$ cat src/pif_map.svh
// register map and field constants of the peripheral flag bank
// assumes inclusion by bare name from package and modules
`ifndef PIF_MAP_SVH
`define PIF_MAP_SVH
// byte offsets on the register bus
`define PIF_OFS_FLAGS_ONE   8'h00
`define PIF_OFS_FLAGS_TWO   8'h04
`define PIF_OFS_FLAGS_THREE 8'h08
`define PIF_OFS_FLAGS_FOUR  8'h0c
`define PIF_OFS_IRQ_MASK1   8'h10
`define PIF_OFS_IRQ_MASK2   8'h14
`define PIF_OFS_IRQ_MASK3   8'h18
`define PIF_OFS_IRQ_MASK4   8'h1c
`define PIF_OFS_IRQ_CTRL    8'h20
// implemented bits per flag register
`define PIF_IMPL_ONE   8'hff
`define PIF_IMPL_TWO   8'hf9
`define PIF_IMPL_THREE 8'h3a
`define PIF_IMPL_FOUR  8'h03
// software-writable bits of flag register one (rx, tx are read-only)
`define PIF_WR_ONE     8'hcf
// variant-only bit of flag register two (capcomp2)
`define PIF_BIG_TWO    8'h01
// control register fields
`define PIF_CTRL_PERIPH_EN 0
`define PIF_CTRL_GLOBAL_EN 1
// reset value of every flag and mask
`define PIF_RST_BYTE   8'h00
`define PIF_ADDR_W     8
`define PIF_RESP_OKAY  2'b00
`define PIF_RESP_SLVERR 2'b10
`endif

$ cat src/pif_pkg.sv
// types shared by the peripheral flag bank
// assumes pif_map.svh is on the include path
`include "pif_map.svh"
package pif_pkg;
  typedef logic [7:0] pif_byte_t;
  // hardware event strobes, one bit per flag, per register
  typedef struct packed {
    pif_byte_t four;
    pif_byte_t three;
    pif_byte_t two;
    pif_byte_t one;
  } pif_bank_s;
  typedef enum logic [1:0] {
    PIF_IDLE = 2'b00,
    PIF_RESP = 2'b01
  } pif_bus_e;
  // axi write-side request as seen by the flag bank
  typedef struct packed {
    logic      wr;
    logic      w1c;
    logic [3:0] sel;
    pif_byte_t data;
  } pif_wreq_s;
endpackage

$ cat src/pif_flag_reg.sv
// one 8-bit flag register: hardware set, software write, set wins
// assumes set strobes and write requests are synchronous to aclk
`timescale 1ns/10ps
`default_nettype none
`include "pif_map.svh"
module pif_flag_reg
  import pif_pkg::*;
#(
  parameter logic [7:0] IMPL = 8'hff,
  parameter logic [7:0] WMASK = 8'hff
) (
  input  wire logic      aclk,
  input  wire logic      aresetn,
  input  wire logic [7:0] set_i,
  input  wire logic      wr_i,
  input  wire logic [7:0] wdata_i,
  output logic     [7:0] flags_o
);
  typedef struct packed {
    logic [7:0] flags;
  } pif_freg_s;
  pif_freg_s st_q;
  pif_freg_s st_d;
  // ==========================================================
  // next state
  // writes touch only writable bits; a set beats a clear
  always_comb begin
    st_d = st_q;
    if (wr_i) begin
      st_d.flags = (st_q.flags & ~WMASK) | (wdata_i & WMASK);
    end
    st_d.flags = (st_d.flags | set_i) & IMPL;
  end
  // ==========================================================
  // register; every reset kind clears all flags
  always_ff @(posedge aclk) begin
    if (!aresetn) begin
      st_q.flags <= `PIF_RST_BYTE;
    end else begin
      st_q <= st_d;
    end
  end
  assign flags_o = st_q.flags;
endmodule
`default_nettype wire

$ cat src/pif_axil_slave.sv
// axi4-lite slave front end: one write and one read at a time
// assumes a single master on aclk; answers reads one cycle and writes two cycles after acceptance
`timescale 1ns/10ps
`default_nettype none
`include "pif_map.svh"
module pif_axil_slave
  import pif_pkg::*;
(
  input  wire logic       aclk,
  input  wire logic       aresetn,
  input  wire logic [7:0] awaddr,
  input  wire logic       awvalid,
  output logic            awready,
  input  wire logic [31:0] wdata,
  input  wire logic [3:0] wstrb,
  input  wire logic       wvalid,
  output logic            wready,
  output logic [1:0]      bresp,
  output logic            bvalid,
  input  wire logic       bready,
  input  wire logic [7:0] araddr,
  input  wire logic       arvalid,
  output logic            arready,
  output logic [31:0]     rdata,
  output logic [1:0]      rresp,
  output logic            rvalid,
  input  wire logic       rready,
  output logic            wr_o,
  output logic [7:0]      waddr_o,
  output logic [7:0]      wbyte_o,
  input  wire logic       wok_i,
  output logic [7:0]      raddr_o,
  output logic            rd_o,
  input  wire logic [7:0] rbyte_i,
  input  wire logic       rok_i
);
  typedef struct packed {
    logic        aw_got;
    logic        w_got;
    logic [7:0]  aw;
    logic [7:0]  wd;
    logic        wl0;
    pif_bus_e    wst;
    logic [1:0]  bresp;
    pif_bus_e    rst;
    logic [31:0] rdata;
    logic [1:0]  rresp;
    logic        awrdy;
    logic        wrdy;
    logic        bvld;
    logic        arrdy;
    logic        rvld;
  } pif_axs_s;
  // readies up, responses idle, out of reset
  localparam pif_axs_s AXS_RST = '{
    aw_got: 1'b0, w_got: 1'b0, aw: 8'h00, wd: 8'h00, wl0: 1'b0,
    wst: PIF_IDLE, bresp: 2'b00, rst: PIF_IDLE, rdata: 32'h0,
    rresp: 2'b00, awrdy: 1'b1, wrdy: 1'b1, bvld: 1'b0, arrdy: 1'b1,
    rvld: 1'b0
  };
  pif_axs_s st_q;
  pif_axs_s st_d;
  logic fire_w;
  // ==========================================================
  // channel handshakes; address and data accepted in either order
  always_comb begin
    st_d = st_q;
    fire_w = 1'b0;
    if (st_q.wst == PIF_IDLE) begin
      if (awvalid && !st_q.aw_got) begin
        st_d.aw_got = 1'b1;
        st_d.aw = awaddr;
      end
      if (wvalid && !st_q.w_got) begin
        st_d.w_got = 1'b1;
        st_d.wd = wdata[7:0];
        st_d.wl0 = wstrb[0]; // only lane 0 holds data
      end
      if (st_q.aw_got && st_q.w_got) begin
        fire_w = st_q.wl0;
        st_d.aw_got = 1'b0;
        st_d.w_got = 1'b0;
        st_d.wst = PIF_RESP;
        st_d.bresp = wok_i ? `PIF_RESP_OKAY : `PIF_RESP_SLVERR;
      end
    end else if (bready) begin
      st_d.wst = PIF_IDLE;
    end
    // read: take address, answer next cycle
    if (st_q.rst == PIF_IDLE) begin
      if (arvalid) begin
        st_d.rst = PIF_RESP;
        st_d.rdata = {24'h000000, rbyte_i};
        st_d.rresp = rok_i ? `PIF_RESP_OKAY : `PIF_RESP_SLVERR;
      end
    end else if (rready) begin
      st_d.rst = PIF_IDLE;
    end
    // handshake outputs registered so the ports come from flops
    st_d.awrdy = (st_d.wst == PIF_IDLE) && !st_d.aw_got;
    st_d.wrdy  = (st_d.wst == PIF_IDLE) && !st_d.w_got;
    st_d.bvld  = (st_d.wst == PIF_RESP);
    st_d.arrdy = (st_d.rst == PIF_IDLE);
    st_d.rvld  = (st_d.rst == PIF_RESP);
  end
  // ==========================================================
  always_ff @(posedge aclk) begin
    if (!aresetn) begin
      st_q <= AXS_RST;
    end else begin
      st_q <= st_d;
    end
  end
  // ready and valid outputs come straight from flops
  assign awready = st_q.awrdy;
  assign wready  = st_q.wrdy;
  assign bvalid  = st_q.bvld;
  assign bresp   = st_q.bresp;
  assign arready = st_q.arrdy;
  assign rvalid  = st_q.rvld;
  assign rdata   = st_q.rdata;
  assign rresp   = st_q.rresp;
  assign wr_o    = fire_w;
  assign waddr_o = st_q.aw;
  assign wbyte_o = st_q.wd;
  assign raddr_o = araddr;
  assign rd_o    = arvalid && (st_q.rst == PIF_IDLE);
endmodule
`default_nettype wire

$ cat src/pif_flag_bank.sv
// Overview of operation
// - flags set by events regardless of enables
// - register one layout, gate down to overflow
// - rx and tx flags are read-only
// - all flags reset to zero
// - one means pending, zero means none
// - register two layout, osc fail to capcomp2
// - register two bits 2,1 read zero
// - register three layout, other bits zero
// - registers three, four, capcomp2 variant-only
// - register four: collision2 bit1, port2 bit0
// - peripheral enable gates every flag request
//
// peripheral interrupt flag bank with axi4-lite register access
// assumes event strobes are one-cycle pulses or levels on aclk
//
// Added by the designer: the address map and register access over AXI4-Lite.
`timescale 1ns/10ps
`default_nettype none
`include "pif_map.svh"
module pif_flag_bank
  import pif_pkg::*;
#(
  parameter bit BIG_VARIANT = 1'b1
) (
  input  wire logic       aclk,
  input  wire logic       aresetn,
  // event strobes from peripherals, laid out as the flag registers
  input  wire pif_bank_s  events,
  // axi4-lite
  input  wire logic [7:0] s_axi_awaddr,
  input  wire logic       s_axi_awvalid,
  output logic            s_axi_awready,
  input  wire logic [31:0] s_axi_wdata,
  input  wire logic [3:0] s_axi_wstrb,
  input  wire logic       s_axi_wvalid,
  output logic            s_axi_wready,
  output logic [1:0]      s_axi_bresp,
  output logic            s_axi_bvalid,
  input  wire logic       s_axi_bready,
  input  wire logic [7:0] s_axi_araddr,
  input  wire logic       s_axi_arvalid,
  output logic            s_axi_arready,
  output logic [31:0]     s_axi_rdata,
  output logic [1:0]      s_axi_rresp,
  output logic            s_axi_rvalid,
  input  wire logic       s_axi_rready,
  // interrupt request toward the processor
  output logic            irq
);
  // ==========================================================
  // variant masks
  localparam logic [7:0] IMPL_TWO = BIG_VARIANT ? `PIF_IMPL_TWO
                                  : (`PIF_IMPL_TWO & ~`PIF_BIG_TWO);
  localparam logic [7:0] IMPL_THREE = BIG_VARIANT ? `PIF_IMPL_THREE
                                    : 8'h00;
  localparam logic [7:0] IMPL_FOUR = BIG_VARIANT ? `PIF_IMPL_FOUR
                                   : 8'h00;

  typedef struct packed {
    pif_bank_s  mask;
    logic [1:0] ctrl;
    logic       irq;
  } pif_top_s;
  pif_top_s st_q;
  pif_top_s st_d;

  logic       wr;
  logic [7:0] waddr;
  logic [7:0] wbyte;
  logic       rd;
  logic [7:0] raddr;
  logic [7:0] rbyte;
  logic       rok;
  logic       wok;
  pif_bank_s  flags;
  pif_bank_s  pend;

  // ==========================================================
  // decode helpers
  function automatic logic mapped(input logic [7:0] a);
    case (a)
      `PIF_OFS_FLAGS_ONE, `PIF_OFS_FLAGS_TWO, `PIF_OFS_FLAGS_THREE,
      `PIF_OFS_FLAGS_FOUR, `PIF_OFS_IRQ_MASK1, `PIF_OFS_IRQ_MASK2,
      `PIF_OFS_IRQ_MASK3, `PIF_OFS_IRQ_MASK4,
      `PIF_OFS_IRQ_CTRL: mapped = 1'b1;
      default: mapped = 1'b0;
    endcase
  endfunction

  function automatic logic hit(input logic w, input logic [7:0] a,
                               input logic [7:0] o);
    hit = w && (a == o);
  endfunction

  // ==========================================================
  // bus front end
  pif_axil_slave u_bus (
    .aclk    (aclk),
    .aresetn (aresetn),
    .awaddr  (s_axi_awaddr),
    .awvalid (s_axi_awvalid),
    .awready (s_axi_awready),
    .wdata   (s_axi_wdata),
    .wstrb   (s_axi_wstrb),
    .wvalid  (s_axi_wvalid),
    .wready  (s_axi_wready),
    .bresp   (s_axi_bresp),
    .bvalid  (s_axi_bvalid),
    .bready  (s_axi_bready),
    .araddr  (s_axi_araddr),
    .arvalid (s_axi_arvalid),
    .arready (s_axi_arready),
    .rdata   (s_axi_rdata),
    .rresp   (s_axi_rresp),
    .rvalid  (s_axi_rvalid),
    .rready  (s_axi_rready),
    .wr_o    (wr),
    .waddr_o (waddr),
    .wbyte_o (wbyte),
    .wok_i   (wok),
    .raddr_o (raddr),
    .rd_o    (rd),
    .rbyte_i (rbyte),
    .rok_i   (rok)
  );

  // ==========================================================
  // flag registers; events set flags whatever the enables say
  pif_flag_reg #(.IMPL(`PIF_IMPL_ONE), .WMASK(`PIF_WR_ONE)) u_one (
    .aclk    (aclk),
    .aresetn (aresetn),
    .set_i   (events.one),
    .wr_i    (hit(wr, waddr, `PIF_OFS_FLAGS_ONE)),
    .wdata_i (wbyte),
    .flags_o (flags.one)
  );
  pif_flag_reg #(.IMPL(IMPL_TWO), .WMASK(IMPL_TWO)) u_two (
    .aclk    (aclk),
    .aresetn (aresetn),
    .set_i   (events.two),
    .wr_i    (hit(wr, waddr, `PIF_OFS_FLAGS_TWO)),
    .wdata_i (wbyte),
    .flags_o (flags.two)
  );
  pif_flag_reg #(.IMPL(IMPL_THREE), .WMASK(IMPL_THREE)) u_three (
    .aclk    (aclk),
    .aresetn (aresetn),
    .set_i   (events.three),
    .wr_i    (hit(wr, waddr, `PIF_OFS_FLAGS_THREE)),
    .wdata_i (wbyte),
    .flags_o (flags.three)
  );
  pif_flag_reg #(.IMPL(IMPL_FOUR), .WMASK(IMPL_FOUR)) u_four (
    .aclk    (aclk),
    .aresetn (aresetn),
    .set_i   (events.four),
    .wr_i    (hit(wr, waddr, `PIF_OFS_FLAGS_FOUR)),
    .wdata_i (wbyte),
    .flags_o (flags.four)
  );

  // ==========================================================
  // enables, control and interrupt request
  // software should clear stale flags before setting a mask bit,
  // otherwise the request rises at once
  assign pend = flags & st_q.mask;

  always_comb begin
    st_d = st_q;
    if (hit(wr, waddr, `PIF_OFS_IRQ_MASK1)) st_d.mask.one = wbyte;
    if (hit(wr, waddr, `PIF_OFS_IRQ_MASK2)) begin
      st_d.mask.two = wbyte & IMPL_TWO;
    end
    if (hit(wr, waddr, `PIF_OFS_IRQ_MASK3)) begin
      st_d.mask.three = wbyte & IMPL_THREE;
    end
    if (hit(wr, waddr, `PIF_OFS_IRQ_MASK4)) begin
      st_d.mask.four = wbyte & IMPL_FOUR;
    end
    if (hit(wr, waddr, `PIF_OFS_IRQ_CTRL)) st_d.ctrl = wbyte[1:0];
    // no peripheral request without both peripheral and global enable
    st_d.irq = st_q.ctrl[`PIF_CTRL_PERIPH_EN]
             && st_q.ctrl[`PIF_CTRL_GLOBAL_EN] && (|pend);
  end

  always_ff @(posedge aclk) begin
    if (!aresetn) begin
      st_q <= '0;
    end else begin
      st_q <= st_d;
    end
  end
  assign irq = st_q.irq;

  // ==========================================================
  // read mux; unimplemented bits read zero
  always_comb begin
    rbyte = 8'h00;
    case (raddr)
      `PIF_OFS_FLAGS_ONE:   rbyte = flags.one;
      `PIF_OFS_FLAGS_TWO:   rbyte = flags.two;
      `PIF_OFS_FLAGS_THREE: rbyte = flags.three;
      `PIF_OFS_FLAGS_FOUR:  rbyte = flags.four;
      `PIF_OFS_IRQ_MASK1:   rbyte = st_q.mask.one;
      `PIF_OFS_IRQ_MASK2:   rbyte = st_q.mask.two;
      `PIF_OFS_IRQ_MASK3:   rbyte = st_q.mask.three;
      `PIF_OFS_IRQ_MASK4:   rbyte = st_q.mask.four;
      `PIF_OFS_IRQ_CTRL:    rbyte = {6'h00, st_q.ctrl};
      default:              rbyte = 8'h00;
    endcase
  end
  // unmapped addresses answer slverr
  assign rok = mapped(raddr) && rd;
  assign wok = mapped(waddr);
endmodule
`default_nettype wire

$ cat config.mk
export PLATFORM = sky130hd
export DESIGN_NAME = pif_flag_bank
export DESIGN_NICKNAME = d
export VERILOG_FILES = /design/src/pif_pkg.sv /design/src/pif_flag_reg.sv /design/src/pif_axil_slave.sv /design/src/pif_flag_bank.sv
export VERILOG_INCLUDE_DIRS = /design/src
export SDC_FILE = /design/constraint.sdc
export NUM_CORES = 1
export LEC_CHECK = 0
export CELL_PAD_IN_SITES_DETAIL_PLACEMENT = 1
export CELL_PAD_IN_SITES_GLOBAL_PLACEMENT = 2
export CORE_MARGIN = 2
export CORE_UTILIZATION = 36
export CTS_CLUSTER_DIAMETER = 80
export DETAILED_ROUTE_END_ITERATION = 6
export DONT_BUFFER_PORTS = 1
export HOLD_SLACK_MARGIN = 0.05
export PLACE_DENSITY = 0.76
export SYNTH_ARGS = -nofsm -noshare
export SYNTH_HDL_FRONTEND = slang
export SYNTH_SLANG_ARGS = --single-unit
$ cat constraint.sdc
create_clock -name aclk -period 2.2 [get_ports aclk]
set_clock_uncertainty 0.2 [all_clocks]
set_input_delay 0.44 -clock aclk [delete_from_list [all_inputs] [get_ports aclk]]
set_output_delay 0.44 -clock aclk [all_outputs]
set_load 0.03 [all_outputs]
==> results.toml, run 1 <==
[yosys]
yosysWarningCount = 0
ys_seq_elements = 81
synthMuxAreaShare_pct = 8.02
synth_edf_count = 0
synth_adder_area_share_pct = 0
synth_top_family_by_area = "simple AND/OR/NAND/NOR gates"
ys_seq_area_share_pct = 41.1
syn_avg_cell_area_sq_um = 9.01
synth-compound-area-share_pct = 18.3
synthFlopType = "dfxtp_1"
async_reset_ff_share_pct = 0
synth_xor_area_share_pct = 0
synth_area_sq_um = 3950
synth-simple-area-share_pct = 23.1
synth_cells = 438
synth_cell_types = 52

[floorplan]
die_w_microns = 109
std_cell_rows = 38
initial_core_util_pct = 36.7
ios = 133
dieHeight_microns = 109
core_area_sq_um = 10700
die-area_sq_um = 11800

[place]
place_area_sq_um = 3910
place.port_buffers = 0
gp_congestion = 0.784
dp_slack_ns = 0.160
hpwl_microns = 8020

[worst_setup_path]
crit_type = "reg -> reg"
cp_data_required_time_ns = 2.26
crit_path_top_delay_cell = "or2_0"
cp_max_fo = 6
max_stage_delay_ns = 0.41
start_kind = "register"
crit_family = "simple AND/OR/NAND/NOR gates"
cp_data_arrival_time_ns = 2.08
path_buf_inv = 0
critPathCaptureType = "register"
crit_chain = "nor3b_4, nand4_2, or2_0, o311a_1"

[routing]
drt-initial-drc-count = 127
drt-total-wl_microns = 11300
ant_nets = 0
post_drt_wl_per_cell_microns = 18.5
num_vias = 3232
drc = 0
firstDrtPassIters = 4
vias_per_cell = 5.31

[clocking]
cts_buffer_depth = 2
htreeDepth = 3
tritoncts = "yes"
cts_resized = 0
root_buffer = "clkbuf_8"
clock_sinks = 81
cts_buffers = 9
path_clk_slew_ns = 0.09
worstSkewPairLatency_ns = 0.36

[sta]
max_slew_margin_pct = 55.8
drv_slew = 0
hold_viol = 0
period_share_pct = 91.8
worst_slack_ns = 0.179
fmax_ghz = 0.495
fin_crit_ns = 2.02
setup_viol = 0
rsz0062_at_grt = "false"
holdWs_ns = 0.0668
tightest_slew_ns = 0.662
final.setup.tns_ns = 0

[grt]
grt_max_degree = 64
gr-total-overflow = 0
grt_util_all_layers_pct = 19.6
antenna_found_initial = 0
first_global_vias = 3309
grt_pass1_wl_microns = 17500

[pwr]
sw_frac_of_total_pct = 27.3
seqPwrFrac_pct = 51.4
p_int_mw = 2.30
power_frac_comb_pct = 11.1
clock_power_share_pct = 37.5
power_density_nw_per_um2 = 696
leakagePower_nw = 1.66
vdd_ir_drop_max_mv = 0.251
switching_power_mw = 0.860

[hold_path]
hold_path_class = "in -> reg"

[finish]
mostFrequentLayoutCells = "81 x dfxtp_1, 65 x nand2_1, 38 x dlygate4sd3_1"
fin_nets = 555
n_antenna_cell = 0
area_growth_pct = 14.9
design_area_sq_um = 4540
fill_cells = 1286
layout_commonest_cell = "dfxtp_1"
drive_gt1_share_pct = 8.32

[flow_run]
maxCapViolations = 0

[run_status]
run_status = "finished, final reports clean"
## final cells by class
| type | count | area [sq um] | share of cell area, % |
|---|---|---|---|
| clock buffer | 12 | 165 | 3.64 |
| clock inverter | 4 | 50.0 | 1.10 |
| inverter | 4 | 15.0 | 0.331 |
| multi-input combinational | 322 | 2050 | 45.2 |
| sequential | 81 | 1620 | 35.8 |
| tap | 140 | 175 | 3.86 |
| timing repair buffer | 46 | 460 | 10.2 |
## routing by layer
layer,vias up,routed length [microns],global-route usage (%)
li1,1561,-,-
met1,1568,5190,24.9
met2,86,5330,32.1
met3,17,571,4.72
met4,0,194,7.23
met5,-,0,0
## per-stage QoR
step | instances | power (mW) | util (%)
4_1_cts | 609 | 3.19 | 42.2
5_1_grt | 609 | 3.29 | 42.2
3_3_place_gp | 554 | 1.92 | 36.4
2_1_floorplan | 463 | 1.92 | -
6_report | 609 | 3.16 | 42.2
3_5_place_dp | 554 | 1.93 | 36.4
## timing repair
item | CTS | global route
endpoints found under the hold margin | 68 | 0
hold buffers | 39 | 0
setup buffers | 0 | 0
## cells in the mapped netlist, types with 3 or more instances
library cell,number,area [sq um]
o21a_1,3,22.5
o311a_1,18,180
nand2_1,65,244
a21oi_1,15,75.1
nor2_1,29,109
dfxtp_1,81,1620
buf_4,36,270
mux2i_1,26,260
nand3b_1,3,22.5
clkbuf_1,11,41.3
buf_2,9,45.0
and3_1,4,25.0
a31oi_1,3,18.8
a22o_1,3,26.3
nor3_1,6,30.0
nor2b_1,18,113
a21boi_0,19,143
or3_1,12,75.1
a22oi_1,4,30.0
a311oi_1,3,26.3
nand3_1,8,40.0
a221oi_1,3,26.3
o21ai_0,17,85.1
inv_1,4,15.0
## sequential cells by signal, summed over array words and instances, names as in the netlist, 2 cells and up
| name | count |
|---|---|
| u_bus.waddr_o | 8 |
| u_three.flags_o | 4 |
| u_two.flags_o | 6 |
| st_q | 22 |
| u_one.flags_o | 8 |
| u_four.flags_o | 2 |
| u_bus.st_q | 7 |
| u_bus.rdata | 8 |
| u_bus.wbyte_o | 8 |
## kinds of logic after synthesis
logic type / after synthesis
buffers and inverters: 60
AO/OA/AOI/OAI: 98
AND/OR/NAND/NOR: 169
multiplexers: 29
flip-flops: 81
other: 1
## power by group through the flow
stage,combinational (mW),sequential (mW),clock [mW]
floorplan,0.305,1.61,0
global placement,0.266,1.65,0
detailed placement,0.273,1.66,0
finish,0.349,1.62,1.18
global route,0.385,1.63,1.27
CTS,0.350,1.62,1.21
## path summary, 6_finish.rpt
check	cells past startpoint	slack (ns)	to	startpoint
max	4	0.18	u_two.flags_o[5]	u_bus.st_q[63]
max reg2reg	4	0.18	u_two.flags_o[5]	u_bus.st_q[63]
min reg2reg	2	0.28	u_bus.waddr_o[0]	u_bus.waddr_o[0]
min	1	0.07	u_bus.st_q[39]	aresetn
Note: power is estimated with default switching activity, not from simulation.
==> run 2: changes to the inputs <==
--- a/config.mk
+++ b/config.mk
@@ -9,12 +9,12 @@
 export CELL_PAD_IN_SITES_DETAIL_PLACEMENT = 1
 export CELL_PAD_IN_SITES_GLOBAL_PLACEMENT = 2
 export CORE_MARGIN = 2
-export CORE_UTILIZATION = 36
+export CORE_UTILIZATION = 33
 export CTS_CLUSTER_DIAMETER = 80
 export DETAILED_ROUTE_END_ITERATION = 6
 export DONT_BUFFER_PORTS = 1
 export HOLD_SLACK_MARGIN = 0.05
-export PLACE_DENSITY = 0.76
+export PLACE_DENSITY = 0.73
 export SYNTH_ARGS = -nofsm -noshare
 export SYNTH_HDL_FRONTEND = slang
 export SYNTH_SLANG_ARGS = --single-unit
==> constraint.sdc (replaced) <==
create_clock -name aclk -period 1.7 [get_ports aclk]
set_clock_uncertainty 0.2 [all_clocks]
set_input_delay 0.34 -clock aclk [delete_from_list [all_inputs] [get_ports aclk]]
set_output_delay 0.34 -clock aclk [all_outputs]
set_load 0.03 [all_outputs]
==> results.toml, run 2 (same netlist as run 1, synthesis figures left out) <==
[run_status]
run_status = "complete, but fails checks"
failed_checks = "negative setup slack"

[grt]
antenna_found_initial = 0
grt_util_all_layers_pct = 18.9
first_global_vias = 3501
grt_max_degree = 63
grt_pass1_wl_microns = 18600
gr-total-overflow = 0

[sta]
drv_slew = 0
setup_viol = 38
period_share_pct = 108
fin_crit_ns = 1.83
worst_slack_ns = -0.134
rsz0062_at_grt = "true"
hold_viol = 0
holdWs_ns = 0.0753
fmax_ghz = 0.545
final.setup.tns_ns = -3.26

[floorplan]
ios = 133
std_cell_rows = 39
initial_core_util_pct = 34.1
dieHeight_microns = 113
die_w_microns = 113
die-area_sq_um = 12900
core_area_sq_um = 11600

[worst_setup_path]
cp_data_required_time_ns = 1.74
reg2reg_from = "u_bus.waddr_o[7]"
crit_type = "reg -> reg"
rr_endpoint = "st_q[7]"
cp-endpoint = "st_q[7]"
start_kind = "register"
cp-startpoint = "u_bus.waddr_o[7]"
r2r_slack_ns = -0.13
cp_data_arrival_time_ns = 1.87
cp_max_fo = 8
r2r_cells = 6
critPathCaptureType = "register"

[clocking]
worstSkewPairLatency_ns = 0.34
root_buffer = "clkbuf_16"
clock_sinks = 81
path_clk_slew_ns = 0.06
tritoncts = "yes"
cts_buffer_depth = 2
cts_buffers = 9
htreeDepth = 3

[finish]
largest_reg_flops = 22
mostFrequentLayoutCells = "76 x dfxtp_1, 65 x nand2_1, 43 x dlygate4sd3_1"
layout_commonest_cell = "dfxtp_1"
area_growth_pct = 27.6
n_antenna_cell = 0
final_cells = 655
regMostFlops = "st_q"
fin_nets = 598
drive_gt1_share_pct = 17.2
post-route-util_pct = 43.6

[routing]
ant_nets = 0
drt-total-wl_microns = 11700
firstDrtPassIters = 5
drt-initial-drc-count = 124
drc = 0
post_drt_wl_per_cell_microns = 17.9
num_vias = 3394
vias_per_cell = 5.18

[pwr]
vdd_ir_drop_max_mv = 0.448
power_density_nw_per_um2 = 932
leakagePower_nw = 1.96

[place]
place.port_buffers = 0
gp_congestion = 0.788
placed_cells = 591
hpwl_microns = 8160
dp_slack_ns = -0.190

[hold_path]
hold_path_class = "in -> reg"

[flow_run]
maxCapViolations = 0
## run 2: cell type report
class | count | area (sq um)
clock buffer | 14 | 274
tap | 143 | 179
sequential | 81 | 1630
timing repair buffer | 89 | 821
inverter | 4 | 15.0
fill | 1324 | 6530
multi-input combinational | 322 | 2090
clock inverter | 2 | 35.0
## run 2: stage by stage
| step | cell area (sq um) | power, mW |
|---|---|---|
| global route | 5040 | 4.89 |
| floorplan | 4050 | 2.48 |
| CTS | 5010 | 4.74 |
| global placement | 4190 | 2.56 |
| detailed placement | 4190 | 2.57 |
| finish | 5040 | 4.70 |
## run 2: worst min path at each step
stage / from / to / cells after the start
3_5_place_dp: aresetn / u_bus.awready / 1
5_1_grt: s_axi_araddr[4] / u_bus.rdata[4] / 3
4_1_cts: events[17] / u_three.flags_o[1] / 3
2_1_floorplan: u_bus.st_q[40] / u_bus.rvalid / 1
6_report: s_axi_araddr[4] / u_bus.rdata[3] / 2
3_3_place_gp: aresetn / u_bus.awready / 1
## run 2: worst max-delay path, cell delays in order (launching register included)
cell	delay [ns]
dfxtp_2	0.33
buf_12	0.12
nor4b_4	0.25
nand4_4	0.25
nor2_8	0.29
mux2i_1	0.22
nor2b_1	0.06
## run 2: per-layer routing
| metal | vias to the layer above | track usage [%] | routed length [microns] |
|---|---|---|---|
| li1 | 1656 | - | - |
| met1 | 1642 | 24.4 | 5430 |
| met2 | 82 | 31.2 | 5590 |
| met3 | 14 | 4.41 | 518 |
| met4 | 0 | 6.42 | 184 |
| met5 | - | 0 | 0 |
## run 2: report_power, final
group | switching, mW | internal (mW) | total, mW
Combinational | 0.293 | 0.275 | 0.568
Sequential | 0.112 | 1.98 | 2.09
Clock | 0.780 | 1.26 | 2.04
## run 2: what timing repair did
action | 4_1_cts | 5_1_grt
setup endpoints to repair | 47 | 50
pin swaps | 3 | 2
buffers inserted | 2 | 1
resized for setup | 12 | 12
hold buffers | 45 | 0
endpoints found under the hold margin | 74 | 0
==> run 3: changes to the inputs <==
==> constraint.sdc (replaced) <==
create_clock -name aclk -period 1.7 [get_ports aclk]
set_clock_uncertainty 0.2 [all_clocks]
set_input_delay 0.425 -clock aclk [delete_from_list [all_inputs] [get_ports aclk]]
set_output_delay 0.425 -clock aclk [all_outputs]
set_load 0.03 [all_outputs]
==> results.toml, run 3 (same netlist as run 1, synthesis figures left out) <==
[run_status]
run_status = "complete, but fails checks"
failed_checks = "negative setup slack"

[floorplan]
dieHeight_microns = 113
core_area_sq_um = 11600
die_w_microns = 113
initial_core_util_pct = 34.1
std_cell_rows = 39
die-area_sq_um = 12900
ios = 133

[sta]
final.setup.tns_ns = -3.56
holdWs_ns = 0.0306
period_share_pct = 108
setup_viol = 38
rsz0062_at_grt = "true"
worst_slack_ns = -0.134
fmax_ghz = 0.545
fin_crit_ns = 1.83
drv_slew = 0
hold_viol = 0

[routing]
wl_met1_microns = 5740
met2_length_microns = 5330
drt-initial-drc-count = 135
post_drt_wl_per_cell_microns = 18.6
top_layer_used = "met4"
drt-total-wl_microns = 12000
vias_per_cell = 5.26
ant_nets = 0
num_vias = 3385
firstDrtPassIters = 4
drc = 0
dr_wl_met3_microns = 640

[place]
place.port_buffers = 0
dp_slack_ns = -0.251
place_area_sq_um = 4200
hpwl_microns = 8410
gp_congestion = 0.814

[grt]
antenna_found_initial = 0
grt_max_degree = 67
grt_util_all_layers_pct = 18.5
first_global_vias = 3381
gr-total-overflow = 0
grt_pass1_wl_microns = 18200

[finish]
drive_gt1_share_pct = 16.8
design_area_sq_um = 4900
area_growth_pct = 24.1
regMostFlops = "st_q"
mostFrequentLayoutCells = "76 x dfxtp_1, 65 x nand2_1, 41 x buf_4"
fill_cells = 1329
largest_reg_flops = 22
layout_commonest_cell = "dfxtp_1"
fin_nets = 585

[worst_setup_path]
r2r_cells = 4
crit_path_top_delay_cell = "nor4_2"
r2r_slack_ns = -0.13
reg2reg_from = "u_bus.waddr_o[7]"
cp_max_fo = 6
crit_type = "reg -> reg"
max_stage_delay_ns = 0.37
cp_data_arrival_time_ns = 1.86
rr_endpoint = "u_two.flags_o[5]"
cp_data_required_time_ns = 1.73
crit_family = "simple AND/OR/NAND/NOR gates"
path_buf_inv = 0
critPathCaptureType = "register"
crit_chain = "nor4_2, nand4_4, or2_4, o311a_1"
start_kind = "register"

[flow_run]
maxCapViolations = 0

[clocking]
path_clk_slew_ns = 0.06
root_buffer = "clkbuf_16"
worstSkewPairLatency_ns = 0.35
htreeDepth = 3
cts_buffers = 9
clock_sinks = 81
tritoncts = "yes"
cts_buffer_depth = 2

[pwr]
vdd_ir_drop_max_mv = 0.531
leakagePower_nw = 1.88
power_density_nw_per_um2 = 958

[hold_path]
hold_start = "aresetn"
holdPathStages = 2
hold_path_class = "in -> reg"
min_to = "u_bus.rdata[3]"
[run 3: final cells by class]
cell class	count	area, sq um	area share [%]
Antenna cell	1	2.50	0.0511
Clock buffer	13	240	4.90
Clock inverter	3	65.1	1.33
Inverter	4	15.0	0.306
Multi-Input combinational cell	322	2090	42.6
Sequential cell	81	1630	33.2
Tap cell	143	179	3.65
Timing Repair Buffer	76	681	13.9
[run 3: worst register-to-register path, delay by kind of cell (launching register included)]
kind,cells,cell delay [ns]
simple gates,3,0.89
flops,1,0.33
compound gates,1,0.30
[run 3: power by group]
part	internal (mW)	leakage, nW	switching, mW
Clock	1.29	0.148	0.763
Combinational	0.255	1.07	0.292
Sequential	1.98	0.666	0.114
Total	3.52	1.88	1.17
[run 3: stage by stage]
step / instances / utilization [%] / total power, mW
floorplan: 463 / - / 2.49
global placement: 590 / 36.3 / 2.56
detailed placement: 590 / 36.3 / 2.58
CTS: 626 / 40.9 / 4.69
global route: 642 / 42.3 / 4.88
finish: 643 / 42.4 / 4.69
[run 3: what timing repair did]
item,CTS,global route
endpoints found under the setup margin,41,47
hold buffers,18,14
buffers inserted,2,2
pin swaps,1,0
hold endpoints to repair,66,53
resized for setup,12,4
[run 3: worst max-delay path by stage]
stage,start,cells after the start,to,slack (ns)
2_1_floorplan,u_bus.waddr_o[4],5,u_one.flags_o[0],-0.02
3_3_place_gp,u_bus.waddr_o[6],4,u_one.flags_o[6],-0.17
3_5_place_dp,u_bus.waddr_o[6],4,u_one.flags_o[1],-0.25
4_1_cts,u_bus.waddr_o[7],6,st_q[9],-0.14
5_1_grt,u_bus.waddr_o[7],6,st_q[22],-0.23
6_report,u_bus.waddr_o[7],4,u_two.flags_o[5],-0.13
[run 3: layer usage]
metal | up-vias | global-route usage, %
met3 | 20 | 4.78
met4 | 0 | 7.72
met2 | 92 | 28.4
met5 | - | 0
met1 | 1645 | 24.6
li1 | 1628 | -
